--- src/step_indexer_pkg.sv ---
/*
  Shared constants, types and lookup helpers for the step indexer.
  Assumes a single 200 MHz clock domain; all pin levels arrive synchronous to it.
*/
package step_indexer_pkg;

  // clock and timing
  localparam int unsigned CLK_MHZ            = 200;
  localparam int unsigned SLEEP_ENTER_US     = 100;  // least time before power saving
  localparam int unsigned WAKE_MAX_MS        = 10;   // longest time to resume
  localparam int unsigned SLEEP_ENTER_CYCLES = SLEEP_ENTER_US * CLK_MHZ;
  localparam int unsigned WAKE_MAX_CYCLES    = WAKE_MAX_MS * 1000 * CLK_MHZ;
  localparam int unsigned PHASE_CNT_W        = 21;

  // register map (byte addresses)
  localparam logic [7:0] CONTROL_OFFSET = 8'h00;
  localparam logic [7:0] STATUS_OFFSET  = 8'h04;
  localparam logic [7:0] CURRENT_OFFSET = 8'h08;
  localparam logic [7:0] FAULT_OFFSET   = 8'h0C;

  // field positions
  localparam int CTRL_SOFT_OFF_BIT   = 0;
  localparam int STAT_POS_LSB        = 0;
  localparam int STAT_SAVING_BIT     = 7;
  localparam int STAT_NORMAL_BIT     = 8;
  localparam int STAT_DRIVE_BIT      = 9;
  localparam int STAT_FORCED_BIT     = 10;
  localparam int STAT_MONITOR_BIT    = 11;
  localparam int STAT_DIR_BIT        = 12;
  localparam int CUR_A_LSB           = 0;
  localparam int CUR_B_LSB           = 8;
  localparam int FAULT_TEMP_BIT      = 0;
  localparam int FAULT_CURRENT_BIT   = 1;

  // reset values
  localparam logic       CTRL_SOFT_OFF_RESET = 1'b0;
  localparam logic [6:0] ANGLE_INIT          = 7'h00;

  // current levels in percent
  localparam logic signed [7:0] PCT_FULL = 8'sh64;

  // cosine magnitude over one quarter cycle, 32 fine steps
  localparam logic [6:0] COS_TABLE [0:32] = '{
    7'h64, 7'h64, 7'h64, 7'h63, 7'h62, 7'h61, 7'h60, 7'h5E,
    7'h5C, 7'h5A, 7'h58, 7'h56, 7'h53, 7'h50, 7'h4D, 7'h4A,
    7'h47, 7'h43, 7'h3F, 7'h3C, 7'h38, 7'h33, 7'h2F, 7'h2B,
    7'h26, 7'h22, 7'h1D, 7'h18, 7'h14, 7'h0F, 7'h0A, 7'h05,
    7'h00};

  typedef enum logic [2:0] {
    RES_FULL, RES_HALF_A, RES_HALF_B, RES_QUARTER, RES_EIGHTH, RES_SIXTEENTH, RES_THIRTYSECOND
  } resolution_t;

  typedef enum logic [1:0] {ST_AWAKE, ST_ENTERING, ST_ASLEEP, ST_WAKING} sleep_state_t;

  typedef struct packed {
    logic signed [7:0] a;
    logic signed [7:0] b;
  } winding_current_t;

  // fine steps per host step for each resolution
  function automatic logic [6:0] step_size(input resolution_t res);
    case (res)
      RES_FULL:      step_size = 7'h20;
      RES_HALF_A:    step_size = 7'h10;
      RES_HALF_B:    step_size = 7'h10;
      RES_QUARTER:   step_size = 7'h08;
      RES_EIGHTH:    step_size = 7'h04;
      RES_SIXTEENTH: step_size = 7'h02;
      default:       step_size = 7'h01;
    endcase
  endfunction : step_size

  // signed cosine percentage at a fine angle index
  function automatic logic signed [7:0] cos_pct(input logic [6:0] p);
    logic [5:0] idx;
    logic [7:0] mag;
    idx = p[5] ? 6'(6'h20 - {1'b0, p[4:0]}) : {1'b0, p[4:0]};
    mag = {1'b0, COS_TABLE[idx]};
    cos_pct = (p[6] ^ p[5]) ? -$signed(mag) : $signed(mag);
  endfunction : cos_pct

endpackage : step_indexer_pkg

--- src/stepper_step_indexer.sv ---
/*
  Step indexer for a two-phase bipolar driver: step/direction pins, sleep sequencing,
  fault latching, winding current lookup and an APB slave for control and status.
  Assumes all pins are synchronous to ref_clk and the host keeps direction and
  resolution stable around each step edge.
*/
// The register offsets and the APB slave port were chosen for this implementation.
// Notes on behaviour
// - power saving starts once sleep request has been low for 100 us
// - normal operation returns at most 10 ms after sleep request goes high
// - passing through sleep clears the latched overtemp and overcurrent forced-off state
// - charge pump and logic regulator stop while sleep request is low
// - each rising step edge while awake advances the angle by one step of resolution
// - falling step edge leaves the angle untouched
// - enable high turns the output stage on for current control
// - enable low turns every output transistor off, outputs float
// - direction high steps forward, low steps in reverse
// - first select bit low: full, half a, half b, quarter
// - first select bit high: eighth, sixteenth, then thirty-second for both rest
// - thirty-second table follows cosine for A and sine for B
// - coarser resolutions use every second, fourth, eighth or sixteenth index
// - index 16: half b gives 71 percent, half a and full 100
// - angle monitor is an open-drain output needing an external pull-up
// - reset input returns the angle to its initial index
// - a detected overtemp or overcurrent shows on the fault flag
module stepper_step_indexer #(
  parameter int unsigned SLEEP_CYCLES = step_indexer_pkg::SLEEP_ENTER_CYCLES,
  parameter int unsigned WAKE_CYCLES  = step_indexer_pkg::WAKE_MAX_CYCLES
) (
  input  wire logic                                ref_clk,                // 200 MHz clock
  input  wire logic                                resetn,                 // async reset, low
  input  wire logic                                step_in,                // step pulse level
  input  wire logic                                direction_select,       // high forward
  input  wire logic                                output_enable,          // high drives windings
  input  wire logic                                sleep_req_n,            // low requests sleep
  input  wire logic                                angle_reset,            // high reinitialises angle
  input  wire logic                                resolution_select_bit0, // first select bit
  input  wire logic                                resolution_select_bit1, // second select bit
  input  wire logic                                resolution_select_bit2, // third select bit
  input  wire logic                                overtemp_shutdown,      // thermal detector
  input  wire logic                                overcurrent_shutdown,   // current detector
  input  wire logic                                angle_monitor_in,       // monitor pin level
  output logic                                     angle_monitor_out,      // monitor pin value
  output logic                                     angle_monitor_oe,       // monitor pull-low enable
  output logic                                     fault_flag,             // high on latched fault
  output logic                                     output_stage_on,        // transistors on
  output logic                                     charge_pump_on,         // pump running
  output logic                                     regulator_on,           // logic supply running
  output logic                                     power_saving,           // in power saving mode
  output step_indexer_pkg::winding_current_t       winding_current,        // signed percent
  output logic [6:0]                               angle_position,         // fine angle index
  input  wire logic                                psel,                   // apb select
  input  wire logic                                penable,                // apb enable
  input  wire logic                                pwrite,                 // apb write
  input  wire logic [7:0]                          paddr,                  // apb byte address
  input  wire logic [31:0]                         pwdata,                 // apb write data
  output logic [31:0]                              prdata,                 // apb read data
  output logic                                     pready,                 // apb ready
  output logic                                     pslverr                 // apb error
);

  logic                                 rst_meta;
  logic                                 rst_n;
  step_indexer_pkg::sleep_state_t       state;
  step_indexer_pkg::sleep_state_t       next_state;
  logic [step_indexer_pkg::PHASE_CNT_W-1:0] phase_cnt;
  logic [step_indexer_pkg::PHASE_CNT_W-1:0] next_phase_cnt;
  logic                                 step_prev;
  logic                                 temp_latch;
  logic                                 current_latch;
  logic                                 soft_off;
  step_indexer_pkg::resolution_t        mode;
  step_indexer_pkg::winding_current_t   next_current;

  // reset release through two flops; async assert, sync release
  always_ff @(posedge ref_clk or negedge resetn) begin
    if (!resetn) begin
      rst_meta <= 1'b0;
      rst_n    <= 1'b0;
    end else begin
      rst_meta <= 1'b1;
      rst_n    <= rst_meta;
    end
  end

  // resolution decode, first select bit picks coarse or fine group
  always_comb begin
    case ({resolution_select_bit0, resolution_select_bit1, resolution_select_bit2})
      3'h0:    mode = step_indexer_pkg::RES_FULL;
      3'h1:    mode = step_indexer_pkg::RES_HALF_A;
      3'h2:    mode = step_indexer_pkg::RES_HALF_B;
      3'h3:    mode = step_indexer_pkg::RES_QUARTER;
      3'h4:    mode = step_indexer_pkg::RES_EIGHTH;
      3'h5:    mode = step_indexer_pkg::RES_SIXTEENTH;
      default: mode = step_indexer_pkg::RES_THIRTYSECOND;
    endcase
  end

  // sleep sequencing; a short low pulse that ends before power saving never clears faults
  always_comb begin
    next_state     = state;
    next_phase_cnt = phase_cnt + 21'h000001;
    case (state)
      step_indexer_pkg::ST_AWAKE: begin
        next_phase_cnt = '0;
        if (!sleep_req_n) begin
          next_state = step_indexer_pkg::ST_ENTERING;
        end
      end
      step_indexer_pkg::ST_ENTERING: begin
        if (sleep_req_n) begin
          next_state     = step_indexer_pkg::ST_AWAKE;
          next_phase_cnt = '0;
        end else if (phase_cnt == 21'(SLEEP_CYCLES - 1)) begin
          next_state     = step_indexer_pkg::ST_ASLEEP;
          next_phase_cnt = '0;
        end
      end
      step_indexer_pkg::ST_ASLEEP: begin
        next_phase_cnt = '0;
        if (sleep_req_n) begin
          next_state = step_indexer_pkg::ST_WAKING;
        end
      end
      step_indexer_pkg::ST_WAKING: begin
        if (!sleep_req_n) begin
          next_state     = step_indexer_pkg::ST_ENTERING;
          next_phase_cnt = '0;
        end else if (phase_cnt == 21'(WAKE_CYCLES - 1)) begin
          next_state     = step_indexer_pkg::ST_AWAKE;
          next_phase_cnt = '0;
        end
      end
      default: begin
        next_state     = step_indexer_pkg::ST_AWAKE;
        next_phase_cnt = '0;
      end
    endcase
  end

  always_ff @(posedge ref_clk or negedge rst_n) begin
    if (!rst_n) begin
      state     <= step_indexer_pkg::ST_AWAKE;
      phase_cnt <= '0;
    end else begin
      state     <= next_state;
      phase_cnt <= next_phase_cnt;
    end
  end

  // supplies stop at once on a low request, before power saving is reached
  assign charge_pump_on = sleep_req_n && (state != step_indexer_pkg::ST_ASLEEP);
  assign regulator_on   = sleep_req_n && (state != step_indexer_pkg::ST_ASLEEP);
  assign power_saving   = (state == step_indexer_pkg::ST_ASLEEP);

  // fault latches; a detector still active while asleep wins over the clear
  always_ff @(posedge ref_clk or negedge rst_n) begin
    if (!rst_n) begin
      temp_latch    <= 1'b0;
      current_latch <= 1'b0;
    end else begin
      temp_latch    <= overtemp_shutdown | (temp_latch & ~power_saving);
      current_latch <= overcurrent_shutdown | (current_latch & ~power_saving);
    end
  end

  assign fault_flag = temp_latch | current_latch;

  // output stage: pin enable, awake, no forced-off fault, no software override
  assign output_stage_on = output_enable && (state == step_indexer_pkg::ST_AWAKE) && !fault_flag && !soft_off;

  // step edge detection and angle update
  wire       step_rise = step_in & ~step_prev;
  wire [6:0] step_amt  = step_indexer_pkg::step_size(mode);
  wire       can_step  = step_rise && (state == step_indexer_pkg::ST_AWAKE);
  wire [6:0] fwd_pos   = angle_position + step_amt;
  wire [6:0] rev_pos   = angle_position - step_amt;

  // sleep also reinitialises the angle since the logic supply was off
  always_ff @(posedge ref_clk or negedge rst_n) begin
    if (!rst_n) begin
      step_prev      <= 1'b0;
      angle_position <= step_indexer_pkg::ANGLE_INIT;
    end else begin
      step_prev <= step_in;
      if (angle_reset || power_saving) begin
        angle_position <= step_indexer_pkg::ANGLE_INIT;
      end else if (can_step) begin
        angle_position <= direction_select ? fwd_pos : rev_pos;
      end
    end
  end

  // lookup on the index snapped to the mode grid, so a mode change mid-cycle stays on table
  wire [6:0]         grid_pos  = angle_position & ~(step_amt - 7'h01);
  wire               is_full   = (mode == step_indexer_pkg::RES_FULL);
  wire [6:0]         look_pos  = is_full ? {angle_position[6:5], 5'h10} : grid_pos;
  wire               boost     = is_full || ((mode == step_indexer_pkg::RES_HALF_A) && grid_pos[4]);
  wire signed [7:0]  cos_val   = step_indexer_pkg::cos_pct(look_pos);
  wire signed [7:0]  sin_val   = step_indexer_pkg::cos_pct(7'(look_pos - 7'h20));

  always_comb begin
    next_current.a = cos_val;
    next_current.b = sin_val;
    if (boost) begin
      next_current.a = cos_val[7] ? -step_indexer_pkg::PCT_FULL : step_indexer_pkg::PCT_FULL;
      next_current.b = sin_val[7] ? -step_indexer_pkg::PCT_FULL : step_indexer_pkg::PCT_FULL;
    end
  end

  // currents and monitor registered; monitor only pulls low, the pull-up makes the high
  always_ff @(posedge ref_clk or negedge rst_n) begin
    if (!rst_n) begin
      winding_current  <= '0;
      angle_monitor_oe <= 1'b0;
    end else begin
      winding_current  <= next_current;
      angle_monitor_oe <= (grid_pos == step_indexer_pkg::ANGLE_INIT);
    end
  end

  assign angle_monitor_out = 1'b0;

  // apb decode; zero wait states, prdata captured in the setup phase
  wire sel_ctrl    = (paddr == step_indexer_pkg::CONTROL_OFFSET);
  wire sel_status  = (paddr == step_indexer_pkg::STATUS_OFFSET);
  wire sel_current = (paddr == step_indexer_pkg::CURRENT_OFFSET);
  wire sel_fault   = (paddr == step_indexer_pkg::FAULT_OFFSET);
  wire mapped      = sel_ctrl | sel_status | sel_current | sel_fault;
  wire setup_phase = psel & ~penable;
  wire ctrl_write  = psel & penable & pwrite & sel_ctrl;

  logic [31:0] status_word;
  logic [31:0] current_word;
  logic [31:0] fault_word;
  logic [31:0] read_word;

  always_comb begin
    status_word = '0;
    status_word[step_indexer_pkg::STAT_POS_LSB +: 7] = angle_position;
    status_word[step_indexer_pkg::STAT_SAVING_BIT]   = power_saving;
    status_word[step_indexer_pkg::STAT_NORMAL_BIT]   = (state == step_indexer_pkg::ST_AWAKE);
    status_word[step_indexer_pkg::STAT_DRIVE_BIT]    = output_stage_on;
    status_word[step_indexer_pkg::STAT_FORCED_BIT]   = fault_flag;
    status_word[step_indexer_pkg::STAT_MONITOR_BIT]  = angle_monitor_in;
    status_word[step_indexer_pkg::STAT_DIR_BIT]      = direction_select;
    current_word = '0;
    current_word[step_indexer_pkg::CUR_A_LSB +: 8] = winding_current.a;
    current_word[step_indexer_pkg::CUR_B_LSB +: 8] = winding_current.b;
    fault_word = '0;
    fault_word[step_indexer_pkg::FAULT_TEMP_BIT]    = temp_latch;
    fault_word[step_indexer_pkg::FAULT_CURRENT_BIT] = current_latch;
    read_word = '0;
    if (sel_ctrl) begin
      read_word[step_indexer_pkg::CTRL_SOFT_OFF_BIT] = soft_off;
    end else if (sel_status) begin
      read_word = status_word;
    end else if (sel_current) begin
      read_word = current_word;
    end else if (sel_fault) begin
      read_word = fault_word;
    end
  end

  assign pready = 1'b1;

  // register updates and read capture
  always_ff @(posedge ref_clk or negedge rst_n) begin
    if (!rst_n) begin
      soft_off <= step_indexer_pkg::CTRL_SOFT_OFF_RESET;
      prdata   <= '0;
      pslverr  <= 1'b0;
    end else begin
      if (ctrl_write) begin
        soft_off <= pwdata[step_indexer_pkg::CTRL_SOFT_OFF_BIT];
      end
      if (setup_phase) begin
        prdata  <= read_word;
        pslverr <= ~mapped;
      end
    end
  end

  // assertion helpers: cycles spent low before power saving, cycles spent waking
  logic [21:0] low_run;
  logic [21:0] wake_run;

  always_ff @(posedge ref_clk or negedge rst_n) begin
    if (!rst_n) begin
      low_run  <= '0;
      wake_run <= '0;
    end else begin
      low_run  <= sleep_req_n ? 22'h000000 : ((low_run == 22'h3FFFFF) ? low_run : low_run + 22'h000001);
      wake_run <= (state == step_indexer_pkg::ST_WAKING) ? wake_run + 22'h000001 : 22'h000000;
    end
  end

  sleep_enter_a: assert property (@(posedge ref_clk) disable iff (!rst_n)
    $rose(power_saving) |-> (low_run >= 22'(SLEEP_CYCLES)))
    else $error("power saving entered too early");

  wake_bound_a: assert property (@(posedge ref_clk) disable iff (!rst_n)
    wake_run <= 22'(WAKE_CYCLES))
    else $error("wake took too long");

  fault_clear_a: assert property (@(posedge ref_clk) disable iff (!rst_n)
    (power_saving && !overtemp_shutdown && !overcurrent_shutdown) |=> !fault_flag)
    else $error("fault not cleared by sleep");

  supply_stop_a: assert property (@(posedge ref_clk) disable iff (!rst_n)
    !sleep_req_n |-> (!charge_pump_on && !regulator_on))
    else $error("supplies running during sleep request");

  step_advance_a: assert property (@(posedge ref_clk) disable iff (!rst_n)
    (can_step && !angle_reset && direction_select) |=> (angle_position == 7'($past(angle_position) + $past(step_amt))))
    else $error("forward step wrong");

  step_reverse_a: assert property (@(posedge ref_clk) disable iff (!rst_n)
    (can_step && !angle_reset && !direction_select) |=> (angle_position == 7'($past(angle_position) - $past(step_amt))))
    else $error("reverse step wrong");

  fall_hold_a: assert property (@(posedge ref_clk) disable iff (!rst_n)
    (!step_rise && !angle_reset && !power_saving) |=> $stable(angle_position))
    else $error("angle moved without rising edge");

  drive_off_a: assert property (@(posedge ref_clk) disable iff (!rst_n)
    !output_enable |-> !output_stage_on)
    else $error("outputs on while disabled");

  drive_on_a: assert property (@(posedge ref_clk) disable iff (!rst_n)
    (output_enable && !fault_flag && !soft_off && (state == step_indexer_pkg::ST_AWAKE)) |-> output_stage_on)
    else $error("outputs off while enabled");

  reset_pos_a: assert property (@(posedge ref_clk) disable iff (!rst_n)
    angle_reset |=> (angle_position == step_indexer_pkg::ANGLE_INIT))
    else $error("angle not reinitialised");

  fault_out_a: assert property (@(posedge ref_clk) disable iff (!rst_n)
    (overtemp_shutdown || overcurrent_shutdown) |=> fault_flag)
    else $error("fault not flagged");

  fine_table_a: assert property (@(posedge ref_clk) disable iff (!rst_n)
    (mode == step_indexer_pkg::RES_THIRTYSECOND && angle_position == 7'h08)
      |=> (winding_current.a == 8'sh5C && winding_current.b == 8'sh26))
    else $error("fine table entry wrong");

  half_b_a: assert property (@(posedge ref_clk) disable iff (!rst_n)
    (mode == step_indexer_pkg::RES_HALF_B && angle_position == 7'h10)
      |=> (winding_current.a == 8'sh47 && winding_current.b == 8'sh47))
    else $error("half b diagonal wrong");

  monitor_low_a: assert property (@(posedge ref_clk) disable iff (!rst_n)
    angle_monitor_out == 1'b0)
    else $error("monitor drives high");

  monitor_pos_a: assert property (@(posedge ref_clk) disable iff (!rst_n)
    (grid_pos == step_indexer_pkg::ANGLE_INIT) |=> angle_monitor_oe)
    else $error("monitor missed initial angle");

endmodule : stepper_step_indexer

--- config.mk ---
export PLATFORM = sky130hd
export DESIGN_NAME = stepper_step_indexer
export DESIGN_NICKNAME = d
export VERILOG_FILES = /design/src/step_indexer_pkg.sv /design/src/stepper_step_indexer.sv
export SDC_FILE = /design/constraint.sdc
export NUM_CORES = 1
export LEC_CHECK = 0
export ABC_CLOCK_PERIOD_IN_PS = 2510
export BUFFER_PORTS_ARGS = -buffer_cell sky130_fd_sc_hd__buf_2
export CAP_MARGIN = 40
export CORE_UTILIZATION = 40
export CTS_CLUSTER_SIZE = 20
export DETAILED_ROUTE_END_ITERATION = 10
export PLACE_DENSITY = 0.6
export RECOVER_POWER = 100
export SLEW_MARGIN = 25
export SYNTH_ARGS = -nofsm -noshare
export SYNTH_HDL_FRONTEND = slang
export SYNTH_SLANG_ARGS = --single-unit
--- constraint.sdc ---
create_clock -name ref_clk -period 2.51 [get_ports ref_clk]
set_input_delay 0.251 -clock ref_clk [delete_from_list [all_inputs] [get_ports ref_clk]]
set_output_delay 0.251 -clock ref_clk [all_outputs]
set_load 0.02 [all_outputs]
---- Yosys cells after proc, flatten, opt, wreduce, memory -nomap -nowiden ----
Memory sizes are Yosys's and may differ from the RTL's.
Cells that the tools add are included.
word-level totals
  flip-flop bits (word level) ............. 86
  ROM bits ................................ 896
  memories kept ........................... 2
  logic and storage cells ................. 126
cells by class
  add/sub/neg operators ................... 9
  bitwise logic cells ..................... 23
  $lt $le $gt $ge ......................... 2
  reductions and logical operators ........ 19
  muxes and demuxes ....................... 34
  equality and inequality tests ........... 23
memory list
  name              words  bits a word  rd ports  clocked after memory_dff  wr ports  line                    source
  (name not given)  64     7            1         0                         0         step_indexer_pkg.sv:79  mag = {1'b0, COS_TABLE[idx]};
  (name not given)  64     7            1         0                         0         step_indexer_pkg.sv:79
operators with widths
  operator                 count
  $mux W21                 4
  $mux W32                 2
  $pmux W21 S3             1
  $mux W7                  8
  $mux W8                  4
  $mux W31                 1
  $pmux W6 S5              1
  $add A21 B1 Y21 const B  1
  $eq A21 B15 Y1 const B   1
  $eq A21 B21 Y1 const B   1
  $pmux W3 S6              1
  $eq A8 B4 Y1 const B     2
  $mux W16                 1
  $neg A7 Y8               2
  $ge A7 B7 Y1 const B     2
  $mux W2                  7
  $not A6 Y7               2
  $eq A3 B2 Y1 const B     4
  $eq A3 B3 Y1 const B     4
  $mux W6                  2
  $sub A6 B5 Y6 const A    2
  $eq A8 B3 Y1 const B     1
  $logic_not A8 Y1         1
  $pmux W2 S4              1
  other kinds (25)         54

---- Depth between registers and ports, before layout ----
  word-level depth ........................ 20
  mapped depth ............................ 19
  gate-level depth less buffers ........... 16

---- Least setup slack after synthesis ----
Ideal clock, no wire load.
  kind .................................... reg-to-reg
  start point ............................. reg angle_position[0]
  end point ............................... reg winding_current[14] (netlist bit)
  stages on the path, launching flop included .. 14
  setup time .............................. 69 ps
  buffers on the path ..................... 0
  required time ........................... 2441 ps
  setup slack ............................. -1527 ps
  arrival time ............................ 3968 ps
  cells stage by stage .................... dfrtp_1 > nand3_1 > ha_1 > nand2_1 > a21boi_1 > inv_1 > ha_1 > or3_1 > a21boi_0 > nor4_1 > a211oi_2 > nand3_2 > or4_1 > nand3_1
RTL lines
  what                    line                         source
  from (decl)             stepper_step_indexer.sv:51   output logic [6:0] angle_position,
  from (signal assigned)  stepper_step_indexer.sv:183  angle_position <= step_indexer_pkg::ANGLE_INIT;
  from (signal assigned)  stepper_step_indexer.sv:187  angle_position <= step_indexer_pkg::ANGLE_INIT;
  from (signal assigned)  stepper_step_indexer.sv:189  angle_position <= direction_select ? fwd_pos : rev_pos;
  to (signal assigned)    stepper_step_indexer.sv:217  winding_current <= next_current;
  to (decl)               stepper_step_indexer.sv:50   output step_indexer_pkg::winding_current_t winding_current,

==> flow_metrics.tcl <==
set metrics [dict create \
    synth_ff_type "dfrtp_1" \
    final_area_mm2 0.00796 \
    cts_buffer_depth 2 \
    via_per_inst 5.44 \
    clk_root_buffer_cell "clkbuf_16" \
    grt_max_degree 37 \
    area_growth_pct 45.2 \
    wire_per_inst_um 16.5 \
    finalPower_w 0.00488 \
    avgSynthCellArea_um2 8.55 \
    start_util_pct 41.2 \
    final_nets 940 \
    worstSetupStartpoint "angle_position[1]" \
    most-common-layout-cells "buf_4, nor2_1, dfrtp_1" \
    dpl_cell_area_mm2 0.00705 \
    fmaxAchievable_ghz 0.315 \
    hold_violations 0 \
    gp_congestion 0.903 \
    period_needed_ns 3.18 \
    worstHoldPathType "in2reg" \
    period_share_pct 127 \
    power.density_mw_per_mm2 613 \
    synth_seq_cells 70 \
    route.detailed.drc 0 \
    die_area_mm2 0.0142 \
    worst_pin_slew_ns 1.31 \
    drt_wl_total_mm 17.1 \
    clkTransAtPathRegs_ns 0.06 \
    grt_use_total_pct 23.4 \
    ant_nets 0 \
    finClkSkew_ns 0.00562 \
    n_antenna_cell 0 \
    io_pins 120 \
    dr.pass1.iters 5 \
    antenna_found_initial 0 \
    rows 42 \
    vias 5638 \
    reg2reg_depth 16 \
    die_w_um 119 \
    irDropWorstVdd_uv 308 \
    dp.cells 1000 \
    setup_viol 14 \
    rsz0062_at_grt "yes" \
    fin_hold_ws_ns 0.0776 \
    relSlewSlack_pct 12.8 \
    syn_inst 641 \
    clk-insertion-delay-late_ns 0.33 \
    grt-ovfl-total 0 \
    htreeDepth 3 \
    grt_first_pass_wirelength_mm 26.8 \
    p_leak_nw 3.51 \
    cp.required_ns 2.77 \
    hp-start "step_in" \
    ys_async_sr_fraction_pct 100 \
    drtIter0Drc 387 \
    ys_seq_area_share_pct 32.0 \
    numCtsBuffers 9 \
    cp_max_fo 4 \
    r2r-start "angle_position[1]" \
    violations "setup timing" \
    status "finished, violations left" \
    fp.dieH_um 119 \
    stdcell_count 1036 \
    crit_type "reg2reg" \
    final_common_cell "buf_4" \
    syn-cell-area_mm2 0.00548 \
    drive_above_1_share_pct 36.9 \
    grt_pass1_vias 5286 \
    tritoncts_num_sinks 70 \
    maxCapViolations 0 \
    drv_slew 0 \
    dp_hpwl_mm 12.7 \
    worstSetupEndpointType "register" \
    startpoint_type "register" \
    core-area_mm2 0.0133 \
    worstHoldPathCells 1 \
    yosys_warnings 0 \
    worst_slack_ns -0.666 \
    synth_edf_count 0 \
    port_buffers 70 \
    cts_tree "yes" \
    synth_cell_types 83 \
    arrival_ns 3.43 \
]
-- cell usage after synthesis, types with 15 or more instances --
master	n	area, um^2
ha_1	28	350
clkbuf_1	15	56.3
buf_4	23	173
xnor2_1	15	131
a21oi_1	26	130
mux2i_1	16	160
dfrtp_1	70	1750
inv_1	25	93.8
nand2_1	50	188
nor2_1	93	349
o21ai_0	20	100
nand3_1	31	155
-- through the flow --
stage,worst slack [ns],util (%),TNS [ns]
2_1_floorplan,-0.866,-,-7.52
3_3_place_gp,-0.704,53.1,-7.46
3_5_place_dp,-0.765,53.1,-8.07
4_1_cts,-0.653,57.0,-6.83
5_1_grt,-0.789,59.8,-9.09
6_report,-0.666,59.8,-7.19
-- state kept, by name (all words and copies together), names as in the netlist, named ones only --
register,count
phase_cnt,21
current_latch,1
soft_off,1
winding_current,16
prdata,16
step_prev,1
rst_meta,1
angle_monitor_oe,1
rst_n,1
temp_latch,1
state,1
pslverr,1
angle_position,7
-- report_power, final --
part	switching [W]	leakage, nW	total, W	internal, W
sequential	0.000138	0.903	0.00141	0.00127
clock	0.000458	0.166	0.00141	0.000949
combinational	0.00115	2.44	0.00206	0.000906
total	0.00175	3.51	0.00488	0.00313
-- per-layer routing --
layer  vias up  track usage, %  part of all wire [%]
met1      2744            31.5                    45
met4         0            8.07                   2.0
met3        28            2.49                   4.1
met5         -               0                     0
li1       2720               -                     -
met2       146            39.0                    49
-- final timing paths --
path	endpoint	slack, ns
worst min-delay path	step_prev	0.08
worst max-delay path	winding_current[6]	-0.67
min in group asynchronous	rst_meta	0.24
max in group asynchronous	angle_position[0]	0.39
worst max register to register	winding_current[6]	-0.67
worst min register to register	rst_n	0.38
-- cells by family after synthesis --
family          count (synthesis)  share of synthesized area [%]
mux                            26                           5.39
compound gates                146                           19.9
buf+inv                        78                           7.28
simple gates                  260                           23.4
xor+xnor                       29                           4.98
flops                          70                           32.0
fa+ha+maj                      30                           6.94
other cells                     2                          0.137
-- critical path, cell delays in order, from the launching register on --
cell       delay (ns)
dfrtp_2          0.43
o211a_4          0.16
inv_4            0.06
ha_4             0.19
mux2_4           0.29
inv_4            0.06
ha_4             0.13
mux2i_4          0.08
a211o_1          0.30
a2111oi_4        0.36
nor3_2           0.09
inv_1            0.11
ha_4             0.17
nor2_2           0.04
mux2_4           0.26
a311o_1          0.27
nor2_1           0.10
-- layout make-up --
cell class,count,area [um^2]
clock buffer,13,270
clock inverter,3,65.1
fill,1176,5340
inverter,30,120
multi-input combinational,510,3930
sequential,70,1750
tap,176,220
timing repair buffer,234,1590
-- what timing repair did --
item / in CTS / in global routing
endpoints found under the setup margin: 14 / 16
pin swaps: 14 / 23
hold endpoints to repair: 2 / 0
setup buffers: 4 / 16
resized for setup: 27 / 74
hold buffers: 1 / 0
gates cloned: 0 / 0
(Power assumes the default switching activity.)
